## config.mk

```make
export PLATFORM = sky130hd
export DESIGN_NAME = io_pad_signal_mux
export DESIGN_NICKNAME = d
export VERILOG_FILES = /design/src/logic/pad_mux_pkg.sv /design/src/logic/pad_route.sv /design/src/logic/io_pad_signal_mux.sv
export SDC_FILE = /design/constraint.sdc
export NUM_CORES = 2
export LEC_CHECK = 0
export BUFFER_PORTS_ARGS = -buffer_cell sky130_fd_sc_hd__buf_2
export CORE_MARGIN = 2
export CORE_UTILIZATION = 60
export CTS_BUF_LIST = sky130_fd_sc_hd__clkbuf_8
export CTS_CLUSTER_SIZE = 10
export DETAILED_ROUTE_END_ITERATION = 7
export PLACE_DENSITY = 0.81
export SYNTH_ARGS = -nofsm -noshare
export SYNTH_HDL_FRONTEND = slang
export SYNTH_SLANG_ARGS = --single-unit
```

## constraint.sdc

```tcl
create_clock -name clk -period 18.5 [get_ports clk]
set_input_delay 0.925 -clock clk [delete_from_list [all_inputs] [get_ports clk]]
set_output_delay 0.925 -clock clk [all_outputs]
set_load 0.02 [all_outputs]
```

## src/logic/pad_mux_pkg.sv

```systemverilog
// Shared types and constants of the I/O pad signal multiplexer.
package pad_mux_pkg;

  // ==========================================================================
  // Pad counts and selection layout.
  localparam int PAD_COUNT_LARGE = 28;
  localparam int PAD_COUNT_SMALL = 12;
  localparam int GROUP_COUNT = 4;
  localparam int PAD_INDEX_W = 5;
  localparam int CODE_W = 5;
  localparam int GPIO_PORT_W = 8;
  localparam int GPIO_W = 40;
  localparam int HALF_OFFSET = 4;

  // ==========================================================================
  // Menu codes: 0..9 are port bits, port = code/2, upper half when code is odd.
  localparam logic [CODE_W-1:0] GPIO_CODE_LAST = 5'h09;
  localparam logic [CODE_W-1:0] FIFO_LO = 5'h0A;
  localparam logic [CODE_W-1:0] FIFO_HI = 5'h0B;
  localparam logic [CODE_W-1:0] PWM_LO = 5'h0C;
  localparam logic [CODE_W-1:0] PWM_HI = 5'h0D;
  localparam logic [CODE_W-1:0] G0_IN_DEBUG = 5'h0E;
  localparam logic [CODE_W-1:0] G0_IN_OE_N = 5'h0F;
  localparam logic [CODE_W-1:0] G0_IN_S0_CLK = 5'h10;
  localparam logic [CODE_W-1:0] G0_IN_S1_CLK = 5'h11;
  localparam logic [CODE_W-1:0] G0_OUT_DEBUG = 5'h0E;
  localparam logic [CODE_W-1:0] G0_OUT_TXD = 5'h0F;
  localparam logic [CODE_W-1:0] G0_OUT_DTR_N = 5'h10;
  localparam logic [CODE_W-1:0] G0_OUT_TX_ACTIVE = 5'h11;
  localparam logic [CODE_W-1:0] G0_OUT_RXF_N = 5'h12;
  localparam logic [CODE_W-1:0] G0_OUT_M_CLK = 5'h13;
  localparam logic [CODE_W-1:0] G0_OUT_M_SS1_N = 5'h14;
  localparam logic [CODE_W-1:0] G1_IN_RXD = 5'h0E;
  localparam logic [CODE_W-1:0] G1_IN_DSR_N = 5'h0F;
  localparam logic [CODE_W-1:0] G1_IN_S0_MO = 5'h10;
  localparam logic [CODE_W-1:0] G1_IN_S1_MO = 5'h11;
  localparam logic [CODE_W-1:0] G1_OUT_TXE_N = 5'h0E;
  localparam logic [CODE_W-1:0] G1_OUT_S0_MO = 5'h0F;
  localparam logic [CODE_W-1:0] G1_OUT_S1_MO = 5'h10;
  localparam logic [CODE_W-1:0] G1_OUT_M_MO = 5'h11;
  localparam logic [CODE_W-1:0] G1_OUT_FIFO_CLK = 5'h12;
  localparam logic [CODE_W-1:0] G2_IN_DCD_N = 5'h0E;
  localparam logic [CODE_W-1:0] G2_IN_RD_N = 5'h0F;
  localparam logic [CODE_W-1:0] G2_IN_M_MI = 5'h10;
  localparam logic [CODE_W-1:0] G2_OUT_RTS_N = 5'h0E;
  localparam logic [CODE_W-1:0] G2_OUT_S0_SO = 5'h0F;
  localparam logic [CODE_W-1:0] G2_OUT_S1_SO = 5'h10;
  localparam logic [CODE_W-1:0] G3_IN_CTS_N = 5'h0E;
  localparam logic [CODE_W-1:0] G3_IN_RI_N = 5'h0F;
  localparam logic [CODE_W-1:0] G3_IN_WR_N = 5'h10;
  localparam logic [CODE_W-1:0] G3_IN_S0_SEL_N = 5'h11;
  localparam logic [CODE_W-1:0] G3_IN_S1_SEL_N = 5'h12;
  localparam logic [CODE_W-1:0] G3_OUT_M_SS0_N = 5'h0E;

  // ==========================================================================
  // Carriers.
  typedef struct packed {
    logic isOutput;
    logic [CODE_W-1:0] code;
  } padSel_t;

  typedef struct packed {
    logic debugOut;
    logic txd;
    logic dtrN;
    logic txActive;
    logic rtsN;
    logic rxfN;
    logic txeN;
    logic fifoClkout;
    logic masterClock;
    logic masterOut;
    logic masterSelect0N;
    logic masterSelect1N;
    logic slave0SlaveOut;
    logic slave1SlaveOut;
    logic slave0MasterOut;
    logic slave1MasterOut;
    logic [7:0] fifoDataOut;
    logic [7:0] pwm;
    logic [GPIO_W-1:0] gpioOut;
  } periphOut_t;

  typedef struct packed {
    logic debugIn;
    logic rxd;
    logic ctsN;
    logic dsrN;
    logic ringIndicatorN;
    logic dcdN;
    logic wrN;
    logic rdN;
    logic oeN;
    logic slave0SerialClock;
    logic slave1SerialClock;
    logic slave0MasterOut;
    logic slave1MasterOut;
    logic slave0SelectN;
    logic slave1SelectN;
    logic masterIn;
    logic [7:0] fifoDataIn;
    logic [GPIO_W-1:0] gpioIn;
  } periphIn_t;

  localparam int IN_W = $bits(periphIn_t);

  // Levels of unrouted peripheral inputs: active-low lines high, others low.
  localparam periphIn_t IN_IDLE = '{ctsN: 1'b1, dsrN: 1'b1, ringIndicatorN: 1'b1,
    dcdN: 1'b1, wrN: 1'b1, rdN: 1'b1, oeN: 1'b1, slave0SelectN: 1'b1,
    slave1SelectN: 1'b1, default: '0};

endpackage : pad_mux_pkg

```

## src/logic/pad_route.sv

```systemverilog
// Menu decode of one pad: driven level, driver enable and input claim.
`timescale 1ns/1ps
module pad_route #(
  parameter int GROUP = 0
) (
  input wire pad_mux_pkg::padSel_t sel,
  input wire pad_mux_pkg::periphOut_t fromPeriph,
  output logic driveVal,
  output logic driveOeN,
  output pad_mux_pkg::periphIn_t claim
);
  import pad_mux_pkg::*;

  localparam logic [5:0] BIT_LO = 6'(GROUP);
  localparam logic [5:0] BIT_HI = 6'(GROUP + HALF_OFFSET);
  localparam logic [5:0] PORT_W = 6'(GPIO_PORT_W);

  logic [5:0] gpioIdx;

  assign gpioIdx = 6'(sel.code[4:1]) * PORT_W + (sel.code[0] ? BIT_HI : BIT_LO);

  always_comb begin
    driveVal = 1'b0;
    driveOeN = 1'b1;
    claim = '0;
    if (sel.isOutput) begin
      // The pad driver is enabled only for a valid output selection.
      driveOeN = 1'b0;
      if (sel.code <= GPIO_CODE_LAST) begin
        driveVal = fromPeriph.gpioOut[gpioIdx];
      end else if (sel.code == FIFO_LO) begin
        driveVal = fromPeriph.fifoDataOut[BIT_LO[2:0]];
      end else if (sel.code == FIFO_HI) begin
        driveVal = fromPeriph.fifoDataOut[BIT_HI[2:0]];
      end else if (sel.code == PWM_LO) begin
        driveVal = fromPeriph.pwm[BIT_LO[2:0]];
      end else if (sel.code == PWM_HI) begin
        driveVal = fromPeriph.pwm[BIT_HI[2:0]];
      end else if (GROUP == 0) begin
        case (sel.code)
          G0_OUT_DEBUG: driveVal = fromPeriph.debugOut;
          G0_OUT_TXD: driveVal = fromPeriph.txd;
          G0_OUT_DTR_N: driveVal = fromPeriph.dtrN;
          G0_OUT_TX_ACTIVE: driveVal = fromPeriph.txActive;
          G0_OUT_RXF_N: driveVal = fromPeriph.rxfN;
          G0_OUT_M_CLK: driveVal = fromPeriph.masterClock;
          G0_OUT_M_SS1_N: driveVal = fromPeriph.masterSelect1N;
          default: driveOeN = 1'b1;
        endcase
      end else if (GROUP == 1) begin
        case (sel.code)
          G1_OUT_TXE_N: driveVal = fromPeriph.txeN;
          G1_OUT_S0_MO: driveVal = fromPeriph.slave0MasterOut;
          G1_OUT_S1_MO: driveVal = fromPeriph.slave1MasterOut;
          G1_OUT_M_MO: driveVal = fromPeriph.masterOut;
          G1_OUT_FIFO_CLK: driveVal = fromPeriph.fifoClkout;
          default: driveOeN = 1'b1;
        endcase
      end else if (GROUP == 2) begin
        case (sel.code)
          G2_OUT_RTS_N: driveVal = fromPeriph.rtsN;
          G2_OUT_S0_SO: driveVal = fromPeriph.slave0SlaveOut;
          G2_OUT_S1_SO: driveVal = fromPeriph.slave1SlaveOut;
          default: driveOeN = 1'b1;
        endcase
      end else begin
        case (sel.code)
          G3_OUT_M_SS0_N: driveVal = fromPeriph.masterSelect0N;
          default: driveOeN = 1'b1;
        endcase
      end
    end else begin
      if (sel.code <= GPIO_CODE_LAST) begin
        claim.gpioIn[gpioIdx] = 1'b1;
      end else if (sel.code == FIFO_LO) begin
        claim.fifoDataIn[BIT_LO[2:0]] = 1'b1;
      end else if (sel.code == FIFO_HI) begin
        claim.fifoDataIn[BIT_HI[2:0]] = 1'b1;
      end else if (GROUP == 0) begin
        case (sel.code)
          G0_IN_DEBUG: claim.debugIn = 1'b1;
          G0_IN_OE_N: claim.oeN = 1'b1;
          G0_IN_S0_CLK: claim.slave0SerialClock = 1'b1;
          G0_IN_S1_CLK: claim.slave1SerialClock = 1'b1;
          default: claim = '0;
        endcase
      end else if (GROUP == 1) begin
        case (sel.code)
          G1_IN_RXD: claim.rxd = 1'b1;
          G1_IN_DSR_N: claim.dsrN = 1'b1;
          G1_IN_S0_MO: claim.slave0MasterOut = 1'b1;
          G1_IN_S1_MO: claim.slave1MasterOut = 1'b1;
          default: claim = '0;
        endcase
      end else if (GROUP == 2) begin
        case (sel.code)
          G2_IN_DCD_N: claim.dcdN = 1'b1;
          G2_IN_RD_N: claim.rdN = 1'b1;
          G2_IN_M_MI: claim.masterIn = 1'b1;
          default: claim = '0;
        endcase
      end else begin
        case (sel.code)
          G3_IN_CTS_N: claim.ctsN = 1'b1;
          G3_IN_RI_N: claim.ringIndicatorN = 1'b1;
          G3_IN_WR_N: claim.wrN = 1'b1;
          G3_IN_S0_SEL_N: claim.slave0SelectN = 1'b1;
          G3_IN_S1_SEL_N: claim.slave1SelectN = 1'b1;
          default: claim = '0;
        endcase
      end
    end
  end

endmodule : pad_route

```

## src/logic/io_pad_signal_mux.sv

```systemverilog
// Pad signal multiplexer: per-pad selection store, routing and pad drivers.
//
// Behaviour
// - Each pad independently picks from its group's menu.
// - Small package has twelve pads, 0 to 11.
// - Large package has twenty-eight pads, 0 to 27.
// - Hard reset loads fixed default selections.
// - Group 0 input menu feeds listed peripheral inputs.
// - Group 0 output menu drives listed signals.
// - Group 1 input menu feeds listed peripheral inputs.
// - Group 1 output menu drives listed signals.
// - Group 2 input menu feeds listed peripheral inputs.
// - Group 2 output menu drives listed signals.
// - Group 3 input menu feeds listed peripheral inputs.
// - Group 3 output menu drives listed signals.
// - Signals pass through without inversion.
`timescale 1ns/1ps
module io_pad_signal_mux #(
  parameter bit largePackage = 1'b1
) (
  input wire logic clk,
  input wire logic rst,
  input wire logic cfgWrite,
  input wire logic [pad_mux_pkg::PAD_INDEX_W-1:0] cfgPad,
  input wire pad_mux_pkg::padSel_t cfgSel,
  input wire pad_mux_pkg::periphOut_t fromPeriph,
  input wire logic [pad_mux_pkg::PAD_COUNT_LARGE-1:0] padIn,
  output logic [pad_mux_pkg::PAD_COUNT_LARGE-1:0] padOut,
  output logic [pad_mux_pkg::PAD_COUNT_LARGE-1:0] padOeN,
  output pad_mux_pkg::periphIn_t toPeriph
);
  import pad_mux_pkg::*;

  localparam int PADS = PAD_COUNT_LARGE;
  localparam int PAD_COUNT = largePackage ? PAD_COUNT_LARGE : PAD_COUNT_SMALL;
  localparam logic [PAD_INDEX_W-1:0] PAD_LIMIT = PAD_INDEX_W'(PAD_COUNT);

  typedef struct packed {
    padSel_t [PADS-1:0] sel;
    logic [PADS-1:0] padOut;
    logic [PADS-1:0] padOeN;
    periphIn_t toPeriph;
    logic started;
  } muxState_t;

  // ==========================================================================
  // Reset state: every pad an input on a port bit, no driver enabled.
  function automatic logic [PADS*$bits(padSel_t)-1:0] defaultSel();
    padSel_t [PADS-1:0] s;
    for (int p = 0; p < PADS; p++) begin
      s[p].isOutput = 1'b0;
      s[p].code = CODE_W'(p / GROUP_COUNT);
    end
    return s;
  endfunction : defaultSel

  localparam muxState_t RESET_STATE = '{sel: defaultSel(), padOut: '0, padOeN: '1,
    toPeriph: IN_IDLE, started: 1'b0};

  muxState_t st_r;
  muxState_t st_nxt;
  logic [PADS-1:0] driveVal;
  logic [PADS-1:0] driveOeN;
  periphIn_t claim [PADS];
  periphIn_t anyClaim;

  // ==========================================================================
  // Per-pad menu decode.
  for (genvar p = 0; p < PADS; p++) begin : g_pad
    pad_route #(.GROUP(p % GROUP_COUNT)) u_route (
      .sel(st_r.sel[p]),
      .fromPeriph(fromPeriph),
      .driveVal(driveVal[p]),
      .driveOeN(driveOeN[p]),
      .claim(claim[p])
    );
  end

  always_comb begin
    anyClaim = '0;
    for (int p = 0; p < PAD_COUNT; p++) begin
      anyClaim = anyClaim | claim[p];
    end
  end

  // ==========================================================================
  // Next state. Where two pads claim one input, the lower pad wins.
  always_comb begin
    logic [IN_W-1:0] routed;
    routed = IN_IDLE;
    st_nxt = st_r;
    st_nxt.started = 1'b1;
    if (cfgWrite && cfgPad < PAD_LIMIT) begin
      st_nxt.sel[cfgPad] = cfgSel;
    end
    for (int p = PADS - 1; p >= 0; p--) begin
      if (p < PAD_COUNT) begin
        routed = (routed & ~claim[p]) | (claim[p] & {IN_W{padIn[p]}});
        st_nxt.padOut[p] = driveVal[p];
        st_nxt.padOeN[p] = driveOeN[p];
      end else begin
        st_nxt.padOut[p] = 1'b0;
        st_nxt.padOeN[p] = 1'b1;
      end
    end
    st_nxt.toPeriph = routed;
  end

  always_ff @(posedge clk or posedge rst) begin
    if (rst) begin
      st_r <= RESET_STATE;
    end else begin
      st_r <= st_nxt;
    end
  end

  assign padOut = st_r.padOut;
  assign padOeN = st_r.padOeN;
  assign toPeriph = st_r.toPeriph;
endmodule : io_pad_signal_mux

```

==> flow_metrics.py <==
metrics = {
    "run_status": {
        "status": "finished, violations left",
        "violations": "design-rule violations",
    },
    "layout": {
        "postLayoutCoreUtil_pct": 66.1,
        "drive_above_1_share_pct": 18.9,
        "fillerInstances": 3238,
        "areaGrowthSynthToFinish_pct": 8.54,
        "layout.nets": 2894,
    },
    "clocking": {
        "cts_max_level": 2,
        "numCtsBuffers": 50,
        "cts_tree": "built",
        "cts_resized": 0,
        "clk_latency_ps": 660,
        "clk_pin_slew_ps": 70,
        "holdBufCountCts": 0,
        "clkSinkCount": 288,
        "cts_setup_buffers": 0,
        "cts-root-buf": "clkbuf_8",
        "clk_path_buf_depth": 3,
    },
    "worst_setup_path": {
        "endpoint_kind": "register",
        "crit_family": "compound AO/OA/AOI/OAI gates",
        "max_stage_delay_ps": 980,
        "critPathKind": "reg -> reg",
        "worstPathRequired_ps": 19030,
        "crit_path_cell_trace": "nor4_1 > a32oi_1 > a211oi_1 > o32ai_1 > a21oi_1",
        "crit_slowest_cell": "nor4_1",
        "crit_arrival_ps": 3280,
        "crit_path_max_fanout": 14,
        "worstSetupStartpointType": "register",
        "cp_num_buf_inv": 0,
    },
    "detailed_routing": {
        "wirelength_mm": 86.9,
        "vias_per_cell": 7.40,
        "drtIter0Drc": 3367,
        "routedWlPerCell_um": 25.9,
        "first_pass_iters": 8,
        "route.detailed.drc": 1,
        "vias": 24800,
        "ant_nets": 0,
    },
    "synthesis": {
        "avgSynthCellArea_um2": 8.80,
        "synth-seq-cells": 288,
        "synth_edf_count": 0,
        "yosysSeqAreaShare_pct": 30.2,
        "yosys-top-cells-count": "nand2_1 (279), clkbuf_1 (219), dfrtp_1 (215)",
        "syn_nets": 2863,
        "syn_area_um2": 24200,
        "yosys_warnings": 0,
        "ys_top_cells_by_area": "dfrtp_1 (22%), dfstp_2 (7.9%), mux2_1 (6.7%)",
        "synth.largest_area_cell": "dfrtp_1",
        "synth_cell_types": 89,
        "post-synth-top-count-cell": "nand2_1",
        "async_flop_share_pct": 100,
        "synth_flop_cell": "dfrtp_1",
        "synth_top_area_share_pct": 22.2,
        "syn_inst": 2749,
    },
    "global_route": {
        "grt_first_pass_wirelength_mm": 135,
        "grt_pass1_vias": 23500,
        "antenna_found_initial": 5,
        "grt.overflow.total": 0,
        "grtUsageTotal_pct": 40.9,
        "grt_max_degree": 149,
    },
    "sta": {
        "finalSetupViolCount": 0,
        "fmax_ghz": 0.364,
        "worstMarginPinSlew_ps": 1200,
        "slew_headroom_pct": 18.9,
        "fin_tns_setup_ps": 0,
        "rsz0062_at_grt": "false",
        "fin_crit_sh_pct": 14.9,
        "slew_violations": 0,
        "fin_crit_ps": 2750,
        "finalHoldViolCount": 0,
        "finalClockSkew_ps": 23.3,
    },
    "floorplanning": {
        "num_rows": 73,
        "initial_core_util_pct": 60.9,
        "die_w_um": 205,
        "die_h_um": 205,
        "top_level_ports": 234,
        "design.core.area_um2": 39700,
        "dieArea_um2": 42000,
    },
    "min_path": {
        "min_path_type": "in -> async",
    },
    "power_and_ir_drop": {
        "p_leak_nw": 10.2,
        "power.density_nw_per_um2": 108,
        "peakVddDrop_uv": 84.5,
    },
    "placed_design": {
        "gp_congestion": 1.05,
        "dpl.hpwl_mm": 62.6,
        "numPortBuffers": 233,
    },
    "job": {
        "maxCapViolations": 0,
    },
}
[cell usage in the layout, fill, tap and decap left out, types with 22 or more instances in the layout]
master | netlist | final
nand3_1 | 108 | 108
dfstp_2 | 73 | 73
mux2_1 | 144 | 144
mux2i_1 | 78 | 78
nor3b_1 | 62 | 62
a22oi_1 | 28 | 28
a211oi_1 | 24 | 24
nand3b_1 | 45 | 45
dfrtp_1 | 215 | 215
nor3_1 | 82 | 82
o211ai_1 | 48 | 48
a21oi_1 | 98 | 98
nand4_1 | 30 | 30
o21ai_0 | 90 | 90
mux2_2 | 34 | 34
nor2_1 | 147 | 147
a32oi_1 | 22 | 22
buf_2 | 20 | 233
or3_1 | 26 | 26
o2111ai_1 | 23 | 23
nor4_1 | 38 | 38
o22ai_1 | 31 | 31
nor2b_1 | 79 | 79
nand2b_1 | 55 | 55
mux4_2 | 72 | 72
nand2_1 | 279 | 279
o31ai_1 | 23 | 23
nor4b_1 | 35 | 35
clkbuf_8 | 0 | 59
o21ai_1 | 40 | 40
inv_1 | 42 | 54
a31oi_1 | 41 | 41
[metrics by stage]
| stage | hold WS (ps) | power, W | setup slack (ps) | instance area (µm²) | instances |
|---|---|---|---|---|---|
| finish | 503 | 0.00284 | 15750 | 26300 | 3353 |
| global route | 596 | 0.00297 | 15770 | 26300 | 3347 |
| CTS | 534 | 0.00281 | 15930 | 26300 | 3347 |
| detailed placement | 535 | 0.00210 | 15580 | 25100 | 3253 |
| global placement | 525 | 0.00207 | 15680 | 25100 | 3253 |
| floorplan | 459 | 0.00176 | 9750 | 24200 | 2749 |
[cell type report]
class	instances	area (µm²)	area share (%)
diodes	6	15.0	0.0572
multi-input cells	2157	15700	59.9
inverters	45	176	0.672
repair buffers	238	1200	4.58
clock buffers	59	812	3.09
flip-flops and latches	288	7300	27.8
clock inverters	35	377	1.43
well taps	525	657	2.50
[kinds of logic (layout without fill, tap and decap cells)]
family                 count (synthesis)  in the layout  synth area share (%)
AND/OR/NAND/NOR                     1163           1163                  27.5
other                                  0              6                     0
flip-flops                           288            288                  30.2
buffers and inverters                304            377                  4.85
multiplexers                         328            328                  18.2
AO/OA/AOI/OAI                        666            666                  19.3
[state kept, by name, indices dropped and copies added (netlist names)]
| name | cells |
|---|---|
| st_r | 168 |
| toPeriph | 64 |
| padOeN | 28 |
| padOut | 28 |
[layer usage]
metal / vias up / global-route usage (%) / part of all wire, %
met5: - / 0 / 0
met4: 0 / 19.0 / 5.0
met3: 350 / 7.52 / 11
met2: 1758 / 63.4 / 45
met1: 12000 / 55.6 / 39
li1: 10700 / - / -
[report_power, final]
group          switching [W]  internal [W]  leakage, nW  total [W]
Sequential          0.000323      0.000786         3.56    0.00111
Combinational       0.000603      0.000424         5.95    0.00103
Clock               0.000298      0.000405        0.652   0.000703
Total                0.00122       0.00161         10.2    0.00284
[final timing paths]
| kind | end | cells past startpoint | slack (ps) | startpoint |
|---|---|---|---|---|
| worst max register to register | toPeriph[5]$_DFF_PP0_ | 5 | 15750 | st_r[226]$_DFFE_PP0P_ |
| worst min register to register | padOeN[1]$_DFF_PP1_ | 1 | 560 | st_r[132]$_DFFE_PP0P_ |
| min in group clk | padOeN[1]$_DFF_PP1_ | 1 | 560 | st_r[132]$_DFFE_PP0P_ |
| worst max-delay path | toPeriph[5]$_DFF_PP0_ | 5 | 15750 | st_r[226]$_DFFE_PP0P_ |
| max in group asynchronous | st_r[228]$_DFFE_PP0P_ | 3 | 16320 | rst |
| worst min-delay path | padOut[8]$_DFF_PP0_ | 2 | 500 | rst |
Power figures use the tool's default switching activity.
